## src/verilog/rfsq_pkg.sv

```systemverilog
// Purpose: shared constants and types of the radio frame transmit sequencer
// Assumes: 10 MHz system clock, 32-bit Avalon-MM register access
// Notes: register layouts are packed structs, high bits first in the word
package rfsq_pkg;

  // ==========================================================================
  // timing
  localparam int CLK_PERIOD_NS = 100;
  localparam int MS_TIME_US = 1000;
  localparam int SETTLE_TIME_US = 800;
  localparam int MS_CYCLES = (MS_TIME_US * 1000) / CLK_PERIOD_NS;
  localparam int SETTLE_CYCLES = (SETTLE_TIME_US * 1000 + CLK_PERIOD_NS - 1) / CLK_PERIOD_NS;
  localparam int INIT_RAND_SCALE = 40;
  localparam int TAIL_HALVES = 4;

  // ==========================================================================
  // register map (byte addresses)
  localparam int ADDR_W = 5;
  localparam logic [4:0] ADDR_CTRL = 5'h00;
  localparam logic [4:0] ADDR_TIMING = 5'h04;
  localparam logic [4:0] ADDR_STATUS = 5'h08;
  localparam logic [4:0] ADDR_WINDOW = 5'h10;
  localparam int WINDOW_WORDS = 4;
  localparam int BUF_WORDS = 8;
  localparam int BUF_AW = 3;

  // ==========================================================================
  // encodings and reset values
  localparam logic [1:0] CODE_DIRECT = 2'h3;
  localparam logic [6:0] LFSR_RESET = 7'h40;
  localparam logic [6:0] LFSR_TAPS = 7'h60;
  localparam int STAT_DONE = 0;
  localparam int STAT_READY = 1;
  localparam int STAT_BUSY = 2;

  typedef enum logic [1:0] {
    RFSQ_MANCHESTER,
    RFSQ_BIPHASE,
    RFSQ_NRZ
  } rfsq_kind_t;

  // control word, bits 21:0 of CTRL
  typedef struct packed {
    logic [7:0] frameBitCount;
    logic [3:0] framesPerDatagram;
    logic [1:0] encodeSelect;
    logic transmitIrqEnable;
    logic bufferPageSelect;
    logic directDataInvert;
    logic directData;
    logic interframePowerDown;
    logic endOfMessage;
    logic gapEnable;
    logic send;
  } rfsq_ctrl_t;

  // gap timer word, bits 21:0 of TIMING
  typedef struct packed {
    logic initialRandom;
    logic [5:0] frameTime;
    logic [6:0] lfsrSeed;
    logic [7:0] baseTime;
  } rfsq_timing_t;

  // drive towards the RF output stage
  typedef struct packed {
    logic xtalPllEnable;
    logic paEnable;
    logic data;
  } rfsq_rf_t;

endpackage

```

## src/verilog/rfsq_buffer_mem.sv

```systemverilog
// Purpose: 256-bit transmit buffer, eight 32-bit words, byte writable
// Assumes: one write port, two read ports, all synchronous to sys_clk
// Notes: read data appear one clock after the address, from a register
`timescale 1ns/1ps
`default_nettype none

module rfsq_buffer_mem (
  // clock
  input wire logic sys_clk,
  // write port
  input wire logic writeEn,
  input wire logic [rfsq_pkg::BUF_AW-1:0] writeAddr,
  input wire logic [3:0] writeBytes,
  input wire logic [31:0] writeData,
  // bus read port
  input wire logic [rfsq_pkg::BUF_AW-1:0] busAddr,
  output logic [31:0] busData,
  // shifter read port
  input wire logic [rfsq_pkg::BUF_AW-1:0] txAddr,
  output logic [31:0] txData
);

  logic [31:0] words [rfsq_pkg::BUF_WORDS];

  // ==========================================================================
  // storage with byte lanes
  always_ff @(posedge sys_clk) begin
    for (int b = 0; b < 4; b++) begin
      if (writeEn && writeBytes[b]) begin
        words[writeAddr][b*8 +: 8] <= writeData[b*8 +: 8];
      end
    end
  end

  // registered reads
  always_ff @(posedge sys_clk) begin
    busData <= words[busAddr];
    txData <= words[txAddr];
  end

endmodule

`default_nettype wire

```

## src/verilog/rfsq_sequencer.sv

```systemverilog
// Purpose: radio frame transmit sequencer with Avalon-MM registers
// Assumes: dataHalfTick is a one-cycle pulse at twice the bit rate, made
//   from the crystal, never on two adjacent cycles
// Notes: direct mode when the encode select field is all ones
//
// Summary of operation
// - buffer mode runs frames without processor help
// - medium clock enable follows send or activity
// - 256-bit buffer, eight-bit frame length field
// - send starts; bits encoded by select field
// - crystal and PLL settle before output
// - bit timing from crystal-derived half ticks
// - at end stop, output off, clear send
// - one to sixteen frames, amplifier off between
// - gaps timed by adders or omitted
// - interframe power down stops crystal and PLL in gaps
// - select all ones bypasses the encoder
// - invert bit flips direct data
// - frame of 1 to 256 bits plus tail
// - buffer seen as two 128-bit pages
// - least significant bit of lowest byte first
// - length is field plus one, from start
// - completion interrupt only when enabled
// - end of message adds two high bit times
`timescale 1ns/1ps
`default_nettype none

module rfsq_sequencer #(
  parameter int MS_CYCLES = rfsq_pkg::MS_CYCLES,
  parameter int SETTLE_CYCLES = rfsq_pkg::SETTLE_CYCLES,
  parameter logic [5:0] CODE_KIND_MAP = {rfsq_pkg::RFSQ_NRZ, rfsq_pkg::RFSQ_BIPHASE, rfsq_pkg::RFSQ_MANCHESTER}
) (
  // clock and reset
  input wire logic sys_clk,
  input wire logic reset,
  // avalon-mm slave
  input wire logic [rfsq_pkg::ADDR_W-1:0] address,
  input wire logic read,
  input wire logic write,
  input wire logic [31:0] writedata,
  input wire logic [3:0] byteenable,
  output logic [31:0] readdata,
  output logic waitrequest,
  // bit timing from the crystal divider
  input wire logic dataHalfTick,
  // activity of other blocks
  input wire logic lowFreqReceiverActive,
  input wire logic sensorMeasureActive,
  input wire logic cpuActive,
  // outputs
  output rfsq_pkg::rfsq_rf_t rfOut,
  output logic mediumFreqOscEnable,
  output logic transmitIrq
);

  typedef enum logic [2:0] {IDLE, GAP, WARM, DATA, TAIL, DIRECT} rfsq_state_t;

  rfsq_state_t state;
  rfsq_pkg::rfsq_ctrl_t ctrl;
  rfsq_pkg::rfsq_timing_t timing;
  logic transmitDoneFlag;
  logic outputStageReadyFlag;
  logic xtalWarm;
  logic [6:0] lfsr;
  logic [15:0] gapCount;
  logic [13:0] msCount;
  logic [13:0] settleCount;
  logic [7:0] bitIndex;
  logic halfPhase;
  logic currentBit;
  logic [2:0] tailCount;
  logic [3:0] frameIndex;
  logic busPhase;
  logic [31:0] memBusData;
  logic [31:0] memTxData;

  // merge written bytes into a register
  function automatic logic [31:0] mergeBytes(input logic [31:0] old, input logic [31:0] data,
                                             input logic [3:0] lanes);
    logic [31:0] result;
    result = old;
    for (int b = 0; b < 4; b++) begin
      if (lanes[b]) begin
        result[b*8 +: 8] = data[b*8 +: 8];
      end
    end
    return result;
  endfunction

  // gap length in ms: base plus random (scaled only on the first gap when initialRandom is set) plus frame number adder
  function automatic logic [15:0] gapLength(input rfsq_pkg::rfsq_timing_t t, input logic [6:0] rnd,
                                            input logic initial_gap, input logic [3:0] frameNo);
    logic [15:0] randMs;
    logic [15:0] fnMs;
    randMs = (t.lfsrSeed == 7'h00) ? 16'h0000 : {9'h000, rnd};
    fnMs = 16'(t.frameTime * frameNo);
    if (initial_gap) begin
      fnMs = 16'h0000;
      if (t.initialRandom) begin
        randMs = 16'(randMs * rfsq_pkg::INIT_RAND_SCALE);
      end
    end
    return 16'(t.baseTime + randMs + fnMs);
  endfunction

  // level of one half bit for the selected line code
  function automatic logic encodeHalf(input logic [1:0] kind, input logic bitValue,
                                      input logic second, input logic prevLevel);
    logic level;
    level = bitValue;
    unique case (kind)
      rfsq_pkg::RFSQ_MANCHESTER: level = second ? bitValue : ~bitValue;
      rfsq_pkg::RFSQ_BIPHASE: level = second ? (prevLevel ^ ~bitValue) : ~prevLevel;
      default: level = bitValue;
    endcase
    return level;
  endfunction

  // ==========================================================================
  // bus decode
  wire busReq = read | write;
  wire busTake = busReq & ~waitrequest;
  wire selCtrl = address == rfsq_pkg::ADDR_CTRL;
  wire selTiming = address == rfsq_pkg::ADDR_TIMING;
  wire selStatus = address == rfsq_pkg::ADDR_STATUS;
  wire selWindow = address[4] == rfsq_pkg::ADDR_WINDOW[4];
  wire [rfsq_pkg::BUF_AW-1:0] windowAddr = {ctrl.bufferPageSelect, address[3:2]};
  wire writeCtrl = busTake & write & selCtrl;
  wire writeTiming = busTake & write & selTiming;
  wire writeStatus = busTake & write & selStatus;
  wire writeWindow = busTake & write & selWindow;
  wire [31:0] ctrlMerged = mergeBytes({10'h000, ctrl}, writedata, byteenable);
  wire [31:0] timingMerged = mergeBytes({10'h000, timing}, writedata, byteenable);
  wire [31:0] statusWord = {29'h0, state != IDLE, outputStageReadyFlag, transmitDoneFlag};
  wire [31:0] readMux = selCtrl ? {10'h000, ctrl} :
                        selTiming ? {10'h000, timing} :
                        selStatus ? statusWord :
                        selWindow ? memBusData : 32'h0000_0000;

  // ==========================================================================
  // sequencing decode
  wire directMode = ctrl.encodeSelect == rfsq_pkg::CODE_DIRECT;
  wire [1:0] codeKind = CODE_KIND_MAP[ctrl.encodeSelect*2 +: 2];
  wire msTick = msCount == 14'(MS_CYCLES - 1);
  wire settled = xtalWarm | (settleCount == 14'(SETTLE_CYCLES)); // crystal on a full settle time
  wire lastBit = bitIndex == ctrl.frameBitCount;
  wire lastFrame = frameIndex == ctrl.framesPerDatagram;
  wire bufferBit = memTxData[bitIndex[4:0]];
  wire [15:0] initGap = ctrl.gapEnable ? gapLength(timing, lfsr, 1'b1, 4'h0) : 16'h0000;
  wire [15:0] nextGap = ctrl.gapEnable ? gapLength(timing, lfsr, 1'b0, frameIndex + 4'h1) : 16'h0000;
  wire lfsrLoad = writeTiming & byteenable[1] & (writedata[14:8] != 7'h00);
  wire [6:0] next_lfsr = lfsr[0] ? ((lfsr >> 1) ^ rfsq_pkg::LFSR_TAPS) : (lfsr >> 1);
  wire startBuffer = state == IDLE && ctrl.send && !directMode;
  // last half bit stands one whole tick, then the optional tail halves
  wire [2:0] tailLast = ctrl.endOfMessage ? 3'(rfsq_pkg::TAIL_HALVES) : 3'h0;
  wire frameEnd = state == TAIL && dataHalfTick && tailCount == tailLast;
  wire datagramDone = frameEnd && lastFrame;
  wire softAbort = state != IDLE && !ctrl.send;

  // ==========================================================================
  // buffer memory, bus writes and the shifter's read port
  rfsq_buffer_mem u_mem (
    .sys_clk(sys_clk),
    .writeEn(writeWindow),
    .writeAddr(windowAddr),
    .writeBytes(byteenable),
    .writeData(writedata),
    .busAddr(windowAddr),
    .busData(memBusData),
    .txAddr(bitIndex[7:5]),
    .txData(memTxData)
  );

  // bus handshake: two wait cycles, answer registered
  always_ff @(posedge sys_clk) begin
    if (reset) begin
      waitrequest <= 1'b1;
      busPhase <= 1'b0;
      readdata <= 32'h0000_0000;
    end else if (busTake) begin
      waitrequest <= 1'b1;
      busPhase <= 1'b0;
    end else if (busReq && busPhase) begin
      waitrequest <= 1'b0;
      readdata <= read ? readMux : 32'h0000_0000;
    end else if (busReq) begin
      busPhase <= 1'b1;
    end
  end

  // control register; hardware clears send at datagram end
  always_ff @(posedge sys_clk) begin
    if (reset) begin
      ctrl <= '0;
    end else if (writeCtrl) begin
      ctrl <= ctrlMerged[21:0];
    end else if (datagramDone) begin
      ctrl.send <= 1'b0;
    end
  end

  // gap timer register
  always_ff @(posedge sys_clk) begin
    if (reset) begin
      timing <= '0;
    end else if (writeTiming) begin
      timing <= timingMerged[21:0];
    end
  end

  // done flag: set by completion, write one to clear, set wins
  always_ff @(posedge sys_clk) begin
    if (reset) begin
      transmitDoneFlag <= 1'b0;
    end else if (datagramDone) begin
      transmitDoneFlag <= 1'b1;
    end else if (writeStatus && byteenable[0] && writedata[rfsq_pkg::STAT_DONE]) begin
      transmitDoneFlag <= 1'b0;
    end
  end

  // interrupt request gated by its enable
  always_ff @(posedge sys_clk) begin
    if (reset) begin
      transmitIrq <= 1'b0;
    end else begin
      transmitIrq <= transmitDoneFlag & ctrl.transmitIrqEnable;
    end
  end

  // medium clock request
  always_ff @(posedge sys_clk) begin
    if (reset) begin
      mediumFreqOscEnable <= 1'b0;
    end else begin
      mediumFreqOscEnable <= ctrl.send | lowFreqReceiverActive | sensorMeasureActive | cpuActive;
    end
  end

  // random source: seed on write, advance after each use
  always_ff @(posedge sys_clk) begin
    if (reset) begin
      lfsr <= rfsq_pkg::LFSR_RESET;
    end else if (lfsrLoad) begin
      lfsr <= writedata[14:8];
    end else if ((startBuffer || (frameEnd && !lastFrame)) && ctrl.gapEnable) begin
      lfsr <= next_lfsr;
    end
  end

  // millisecond divider, runs only while a gap is timed
  always_ff @(posedge sys_clk) begin
    if (reset || state != GAP || msTick) begin
      msCount <= 14'h0000;
    end else begin
      msCount <= msCount + 14'h0001;
    end
  end

  // crystal settle counter
  always_ff @(posedge sys_clk) begin
    if (reset || state != WARM || settled) begin
      settleCount <= 14'h0000;
    end else begin
      settleCount <= settleCount + 14'h0001;
    end
  end

  // ==========================================================================
  // frame sequencer, runs without software once send is set
  always_ff @(posedge sys_clk) begin
    if (reset || softAbort) begin
      state <= IDLE;
      rfOut <= '0;
      xtalWarm <= 1'b0;
      outputStageReadyFlag <= 1'b0;
      gapCount <= 16'h0000;
      bitIndex <= 8'h00;
      halfPhase <= 1'b0;
      currentBit <= 1'b0;
      tailCount <= 3'h0;
      frameIndex <= 4'h0;
    end else begin
      unique case (state)
        IDLE: begin
          frameIndex <= 4'h0;
          if (ctrl.send && directMode) begin
            state <= WARM;
          end else if (startBuffer && initGap != 16'h0000) begin
            state <= GAP;
            gapCount <= initGap;
          end else if (startBuffer) begin
            state <= WARM;
          end
        end
        GAP: begin
          rfOut.paEnable <= 1'b0;
          if (ctrl.interframePowerDown || frameIndex == 4'h0) begin
            rfOut.xtalPllEnable <= 1'b0;
            xtalWarm <= 1'b0;
          end
          if (gapCount == 16'h0000) begin
            state <= WARM;
          end else if (msTick) begin
            gapCount <= gapCount - 16'h0001;
          end
        end
        WARM: begin
          rfOut.xtalPllEnable <= 1'b1;
          if (settled) begin
            xtalWarm <= 1'b1;
            rfOut.paEnable <= 1'b1;
            bitIndex <= 8'h00;
            halfPhase <= 1'b0;
            state <= directMode ? DIRECT : DATA;
          end
        end
        DATA: begin
          if (dataHalfTick && !halfPhase) begin
            currentBit <= bufferBit;
            rfOut.data <= encodeHalf(codeKind, bufferBit, 1'b0, rfOut.data);
            halfPhase <= 1'b1;
          end else if (dataHalfTick) begin
            rfOut.data <= encodeHalf(codeKind, currentBit, 1'b1, rfOut.data);
            halfPhase <= 1'b0;
            if (!lastBit) begin
              bitIndex <= bitIndex + 8'h01;
            end else begin
              state <= TAIL;
              tailCount <= 3'h0;
            end
          end
        end
        TAIL: begin
          if (dataHalfTick) begin
            rfOut.data <= ctrl.endOfMessage;
            tailCount <= tailCount + 3'h1;
          end
        end
        DIRECT: begin
          outputStageReadyFlag <= 1'b1;
          rfOut.data <= ctrl.directData ^ ctrl.directDataInvert;
        end
      endcase
      // frame close: amplifier off, next gap, next frame or datagram end
      if (frameEnd) begin
        rfOut.paEnable <= 1'b0;
        rfOut.data <= 1'b0;
        frameIndex <= frameIndex + 4'h1;
        if (lastFrame) begin
          state <= IDLE;
          rfOut.xtalPllEnable <= 1'b0;
          xtalWarm <= 1'b0;
        end else if (nextGap != 16'h0000) begin
          state <= GAP;
          gapCount <= nextGap;
        end else begin
          state <= WARM;
        end
      end
    end
  end

endmodule

`default_nettype wire
```

## config.mk

```make
export PLATFORM = sky130hd
export DESIGN_NAME = rfsq_sequencer
export DESIGN_NICKNAME = d
export VERILOG_FILES = /design/src/verilog/rfsq_pkg.sv /design/src/verilog/rfsq_buffer_mem.sv /design/src/verilog/rfsq_sequencer.sv
export SDC_FILE = /design/constraint.sdc
export NUM_CORES = 1
export LEC_CHECK = 0
export CORE_ASPECT_RATIO = 1.25
export CORE_UTILIZATION = 50
export DETAILED_ROUTE_END_ITERATION = 10
export DONT_BUFFER_PORTS = 1
export GPL_TIMING_DRIVEN = 1
export HOLD_SLACK_MARGIN = 0.06
export PLACE_DENSITY = 0.76
export SYNTH_ARGS = -nofsm -noshare
export SYNTH_HDL_FRONTEND = slang
export SYNTH_SLANG_ARGS = --single-unit
export TNS_END_PERCENT = 10
```

## constraint.sdc

```tcl
create_clock -name sys_clk -period 5.8 [get_ports sys_clk]
set_clock_uncertainty 0.2 [all_clocks]
set_input_delay 1.16 -clock sys_clk [delete_from_list [all_inputs] [get_ports sys_clk]]
set_output_delay 1.16 -clock sys_clk [all_outputs]
set_load 0.02 [all_outputs]
```

==> summary.txt, run 1 <==
STA
  • Final Hold Vio Count: 0
  • Setup total negative slack: 0 ns
  • Max_slew headroom: a little over a fifth
  • Slew Viols, Final: 0
  • RSZ-0062 raised after global routing: yes
  • Fmax: ~170 MHz
  • Period utilization: ~100%
  • Final min period: ~5.8 ns
  • Setup violators final: 0
  • Worst hold margin: 0.249 ns
  • Worst Tran Pin Value: 1.18 ns

CTS
  • CTS sink count: 477
  • Clock H-tree levels: 2
  • Post-CTS Hold Buffers: 0
  • CTS Root Cell: clkbuf_16
  • CTS buffer count: 47
  • Clock Path Buffers: 3
  • Clock slew at reported path FFs: 0.07 ns
  • CTS tree: done
  • Later-pin clock latency in the skew report: between 0.6 and 0.7 ns

Logic synthesis
  • Area contributors post-synth: edfxtp_1 (33%), dfxtp_1 (19%), mux4_2 (13%)
  • Yosys cell types: 76
  • Flops & latches, synth: 477
  • Top-count cell post-synth: edfxtp_1
  • Mapped Nets: slightly below 2k
  • Yosys warnings: 0
  • Area fraction of the dominant cell type after synthesis: about a third
  • Gate Count Post-Synth: between 1.5k and 2k
  • Syn Area/Cell: ~12 um^2
  • Post-synth EDFFs: 256
  • Synth top cells by count: edfxtp_1 (256), dfxtp_1 (221), nor2_1 (216)
  • Seq/Total Area, Yosys: a little over half
  • Synthesized area: 23100 um^2
  • Top_reg_cell synth: edfxtp_1
  • FFs w/ async S/R, synth: 0%
  • Area leader, netlist: edfxtp_1

Pwr
  • Worst IR Drop VDD: about 320 uV
  • Static Leak: between 0.009 and 0.01 uW
  • PwrDens: 286 nW/um^2
  • Overall power: between 7000 and 8000 uW

Flow run
  • Max Cap Violations: 0

Floorplan
  • Area of the core: around 45000 um^2
  • I/O Pins: 87
  • Die height: between 200 and 250 um
  • Rows: 87
  • Die area: roughly 47000 um^2
  • Die Wd: just under 200 um
  • Initial core utilization: 51.0%

Setup path
  • CP max FO: 5
  • CP Launch Type: flop
  • Crit path cell chain: or4_4 > or4_4 > and2_4 > fa_1 > inv_1 > fa_1 > fa_1 > inv_1 > ha_1 > buf_4 > xor2_1 > nor4_2 > o221ai_1 > or3_1 > buf_4 > o311ai_1 > buf_4 > o211ai_1 > a31oi_1 > o211ai_1 > nand2_1
  • Slowest stage delay, CP: 0.54 ns
  • Worst EP required: 6.13 ns
  • Bufs and invs on worst path: 5
  • Setup CP Type: reg2reg
  • Critical path arrival: about 6.1 ns
  • Slowest CP cell: fa_1
  • Crit. End Element: flop
  • Crit path max-delay family: simple AND/OR/NAND/NOR gates

Placement
  • Port bufs: 0
  • DP HPWL: 39.9 mm
  • Cell area after placement: 23700 um^2
  • Placer Congestion: 0.903

Layout
  • Share of layout cells above drive strength 1: approximately a fifth
  • Multi-input combinational cell area: 10400 um^2
  • Layout area overhead: 10.2%
  • Fill count: 3606
  • Antenna Cells: 0
  • Sequential cell area: between 10000 and 15000 um^2
  • Fin area: roughly 25000 um^2
  • NumNets Final: ~2.0k

GRT
  • First-pass GRT wire length: 90.0 mm
  • Global Route Usage Sum: around a quarter
  • Pin count of the biggest net entering global routing: 93
  • Initial antenna violation count: 0
  • Vias in the first global route: around 16k
  • Grt total ovfl: 0

Drt
  • Met2 WL: approximately 30 mm
  • Vias: 15.5k
  • DRT Pass-1 Iters: 6
  • DRT iter0 DRCs: around 1.8k
  • Vias/cell: around 6.3
  • Antenna Nets Post-Route: 0
  • Top metal layer carrying routed signals: met4
  • Final wirelength: about 58 mm
  • Met3 WL: approximately 4.4 mm
  • Wire per inst: between 20 and 25 um
  • M1 WL: between 20 and 25 mm
  • DR DRC count: 0

Status
  • Status: complete, no violations

Min path
  • Hold Path Class: reg2reg
-- worst min-delay path, stage by stage, from the launching register on --
cell	delay [ns]
dfxtp_1	0.30
nand3_1	0.05
a21oi_1	0.06
-- state kept, by name, summed over array words and instances, names as in the netlist, 3 cells and up --
| signal | count |
|---|---|
| u_mem.busData | 32 |
| tailCount | 3 |
| bitIndex | 8 |
| gapCount | 16 |
| settleCount | 14 |
| timing | 22 |
| u_mem.words | 256 |
| readdata | 32 |
| ctrl | 22 |
| msCount | 14 |
| lfsr | 7 |
| u_mem.txData | 32 |
| frameIndex | 4 |
| state | 3 |
| rfOut | 3 |
-- metal layers --
metal	up-vias	global-route usage, %
li1	6949	-
met1	7698	30.1
met2	677	43.7
met3	157	4.22
met4	0	10.1
met5	-	0
-- final timing paths --
path | cells after the start | slack [ns] | start | to
worst min register to register | 2 | 0.25 | u_mem.busData[28] | readdata[28]
worst max-delay path | 21 | 0.03 | timing[11] | gapCount[9]
worst max register to register | 21 | 0.03 | timing[11] | gapCount[9]
worst min-delay path | 2 | 0.25 | u_mem.busData[28] | readdata[28]
-- where the power goes --
group	internal, uW	leakage (uW)	total (uW)	switching, uW
logic	168	0.00415	425	257
registers	3590	0.00411	3640	51.3
clock network	1840	0.000779	3210	1370
-- logic make-up (layout without fill, tap and decap cells) --
group | Yosys count | in the layout | share of synthesized area [%]
compound gates | 266 | 266 | 7.73
mux | 256 | 256 | 18.7
buf+inv | 171 | 190 | 2.82
xor+xnor | 62 | 62 | 2.35
simple gates | 561 | 561 | 11.5
flops | 477 | 477 | 52.5
fa+ha+maj | 68 | 68 | 4.50
-- cell type report --
class	count	share of cell area (%)
Multi-Input combinational cell	1213	40.9
Clock buffer	61	5.11
Timing Repair Buffer	39	1.17
Clock inverter	27	1.38
Tap cell	578	2.84
Inverter	63	0.930
Sequential cell	477	47.7
-- metrics by stage --
stage / setup WS [ns] / util (%) / cells
6_report: 0.0268 / 56.2 / 2458
2_1_floorplan: 0.00717 / - / 1861
3_5_place_dp: -0.0823 / 52.3 / 2367
5_1_grt: -0.176 / 56.2 / 2458
3_3_place_gp: -0.0128 / 52.3 / 2367
4_1_cts: 0.00279 / 56.0 / 2455
-- cell usage in the layout (no fill, tap or decap), drive strengths merged, types with 39 or more instances in the layout --
master / n
nand3: 58
mux2: 74
mux4: 132
buf: 39
nand2: 112
clkbuf: 61
ha: 43
o21ai: 46
edfxtp: 256
mux2i: 50
nor2: 216
inv: 65
dfxtp: 221
a21oi: 88
-- timing repair --
item                       in CTS  in global routing
hold endpoints to repair        0                  0
gates cloned                    0                  0
setup endpoints to repair       5                 17
setup buffers                   0                  3
resized for setup               3                 17
pin swaps                       0                  2
Power figures use the tool's default switching activity.
==> run 2: changes to the inputs <==
--- a/config.mk
+++ b/config.mk
@@ -11,7 +11,7 @@
 export DONT_BUFFER_PORTS = 1
 export GPL_TIMING_DRIVEN = 1
 export HOLD_SLACK_MARGIN = 0.06
-export PLACE_DENSITY = 0.76
+export PLACE_DENSITY = 0.73
 export SYNTH_ARGS = -nofsm -noshare
 export SYNTH_HDL_FRONTEND = slang
 export SYNTH_SLANG_ARGS = --single-unit
==> constraint.sdc (replaced) <==
create_clock -name sys_clk -period 6.55 [get_ports sys_clk]
set_clock_uncertainty 0.2 [all_clocks]
set_input_delay 1.31 -clock sys_clk [delete_from_list [all_inputs] [get_ports sys_clk]]
set_output_delay 1.31 -clock sys_clk [all_outputs]
set_load 0.02 [all_outputs]
==> summary.txt, run 2 (synthesis gave the netlist of run 1 again) <==
Status
  • Status: complete, no violations

Drt
  • Antenna Nets Post-Route: 0 (unchanged)
  • DRT iter0 DRCs: 1236 (-31%)
  • DR DRC count: 0 (unchanged)
  • Vias/cell: 6.25 (-0.81%)
  • Vias: 15.2k (-1.8%)
  • Wire per inst: 23.4 um (-0.65%)
  • Final wirelength: 57.0 mm (-1.6%)
  • DRT Pass-1 Iters: 7 (+1)

Min path
  • Hold EP: msCount[0]
  • Hold Path Class: reg2reg
  • Hold path cells: 1 (-1)
  • Hold Crit Start: msCount[0]

CTS
  • Clock H-tree levels: 2 (unchanged)
  • CTS Root Cell: clkbuf_16
  • Post-CTS setup buffer count: 0 (unchanged)
  • Clock slew at reported path FFs: 0.07 ns (about the same)
  • Post-CTS Resized: 0 (-3)
  • Post-CTS Hold Buffers: 0 (unchanged)
  • Clock Path Buffers: 3 (unchanged)
  • CTS tree: done
  • Later-pin clock latency in the skew report: 0.61 ns (about the same)
  • CTS sink count: 477 (unchanged)
  • CTS buffer count: 47 (unchanged)

STA
  • Period utilization: 94.1% (-5.4 points)
  • Setup total negative slack: 0 ns (unchanged)
  • Max_slew headroom: 23.5% (+2.1 points)
  • Final Hold Vio Count: 0 (unchanged)
  • Slew Viols, Final: 0 (unchanged)
  • RSZ-0062 raised after global routing: no
  • Setup violators final: 0 (unchanged)
  • Worst Tran Pin Value: 1.14 ns (-0.0320 ns)
  • Worst hold margin: 0.251 ns (+0.00164 ns)
  • Final min period: 6.16 ns (+0.390 ns)
  • Fmax: 162 MHz (-6.3%)

Pwr
  • Comb power frac: 5.4% (-0.4 points)
  • Worst IR Drop VDD: 253 uV (-20%)
  • Cell Int Power: 4900 uW (-12%)
  • Clock share of power: 43.7% (-0.4 points)
  • PwrDens: 253 nW/um^2 (-12%)
  • Sw Share: 23.0% (-0.14 points)
  • Switching Power: 1460 uW (-13%)
  • Static Leak: 0.00891 uW (-1.5%)
  • Reg power frac: 50.8% (+0.7 points)

Floorplan
  • Rows: 87 (unchanged)
  • Die height: 242 um (unchanged)
  • I/O Pins: 87 (unchanged)
  • Area of the core: 45300 um^2 (unchanged)
  • Initial core utilization: 51.0% (unchanged)
  • Die area: 47000 um^2 (unchanged)
  • Die Wd: 194 um (unchanged)

Setup path
  • Crit path max-delay family: simple AND/OR/NAND/NOR gates
  • Reg2reg path depth: 18 (-14%)
  • Critical R2R Capture: gapCount[9]
  • Worst EP required: 6.89 ns (+0.76 ns)
  • Setup CP Type: reg2reg
  • Slowest CP cell: o311ai_1
  • Slowest stage delay, CP: 0.62 ns (+0.08 ns)
  • R2r setup slk: 0.39 ns (+0.36 ns)
  • Most frequent CP cell: fa_1
  • Crit. End Element: flop
  • CP max FO: 13 (+8)
  • Bufs and invs on worst path: 2 (-3)
  • CP Launch Type: flop
  • Crit path cell chain: or4_4 > or4_4 > and2_1 > fa_1 > inv_1 > fa_1 > fa_1 > inv_1 > ha_1 > or2_2 > a21oi_1 > o221ai_1 > or3_1 > o311ai_1 > o211ai_1 > a31oi_1 > o211ai_1 > nand2_1
  • Critical register-to-register path startpoint: timing[11]
  • Critical path arrival: 6.50 ns (+0.39 ns)

Placement
  • Placed insts: 2346 (-0.89%)
  • DP HPWL: 39.1 mm (-1.9%)
  • Port bufs: 0 (unchanged)
  • Placer Congestion: 0.900 (-0.39%)

Layout
  • Share of layout cells above drive strength 1: 16.6% (-2.2 points)
  • Post-route non-filler standard cell count: 2434 (-0.98%)
  • Fill count: 3646 (+1.1%)
  • Layout area overhead: 8.88%
  • Antenna Cells: 0 (unchanged)
  • Biggest register: u_mem.words
  • Commonest non-fill, non-tap cell in the layout: edfxtp_1
  • NumNets Final: 1934 (-1.2%)
  • Most frequent cells in the layout: edfxtp_1 (256), dfxtp_1 (218), nor2_1 (216)
  • Max reg flops: 256 (unchanged)
  • Fin util: 55.5% (-0.67 points)

GRT
  • Global Route Usage Sum: 24.4% (-0.37 points)
  • Initial antenna violation count: 0 (unchanged)
  • Grt total ovfl: 0 (unchanged)
  • Pin count of the biggest net entering global routing: 93 (unchanged)
  • Vias in the first global route: 15.4k (-2.9%)
  • First-pass GRT wire length: 88.1 mm (-2.1%)

Flow run
  • Max Cap Violations: 0 (unchanged)
-- run 2: how the worst max path moves through the flow --
| stage | slack [ns] | depth (start not counted) | from | endpoint |
|---|---|---|---|---|
| 3_5_place_dp | 0.50 | 16 | timing[11] | gapCount[9] |
| 2_1_floorplan | 0.70 | 19 | timing[11] | gapCount[10] |
| 3_3_place_gp | 0.50 | 18 | timing[11] | gapCount[9] |
| 6_report | 0.39 | 18 | timing[11] | gapCount[9] |
| 5_1_grt | 0.06 | 18 | timing[11] | gapCount[9] |
| 4_1_cts | 0.47 | 18 | timing[11] | gapCount[9] |
-- run 2: final cells by class --
class	instances	area, um^2	area share, %
sequential	477	12100	48.2
multi-input combinational	1213	10300	41.1
clock buffer	63	1300	5.16
tap	578	723	2.88
clock inverter	25	313	1.25
inverter	63	236	0.941
timing repair buffer	15	113	0.448
-- run 2: metal layers --
metal  up-vias  GRT usage [%]  part of all wire (%)
li1       6898              -                     -
met1      7658           29.8                    39
met2       533           42.7                    51
met3       116           4.59                   6.8
met4         0           9.24                   3.3
met5         -              0                     0
-- run 2: power groups by stage --
stage,combinational (uW),clock [uW],sequential (uW)
6_report,346,2780,3230
5_1_grt,378,2910,3240
4_1_cts,342,2810,3230
3_5_place_dp,340,0,3300
3_3_place_gp,335,0,3290
2_1_floorplan,294,0,3270
-- run 2: metrics by stage --
stage	worst slack, ns	area [um^2]	power, uW
final	0.387	25100	6360
after global routing	0.0607	25100	6530
after CTS	0.466	25100	6390
after detailed placement	0.497	23500	3640
after global placement	0.505	23500	3630
after floorplan	0.695	23100	3570
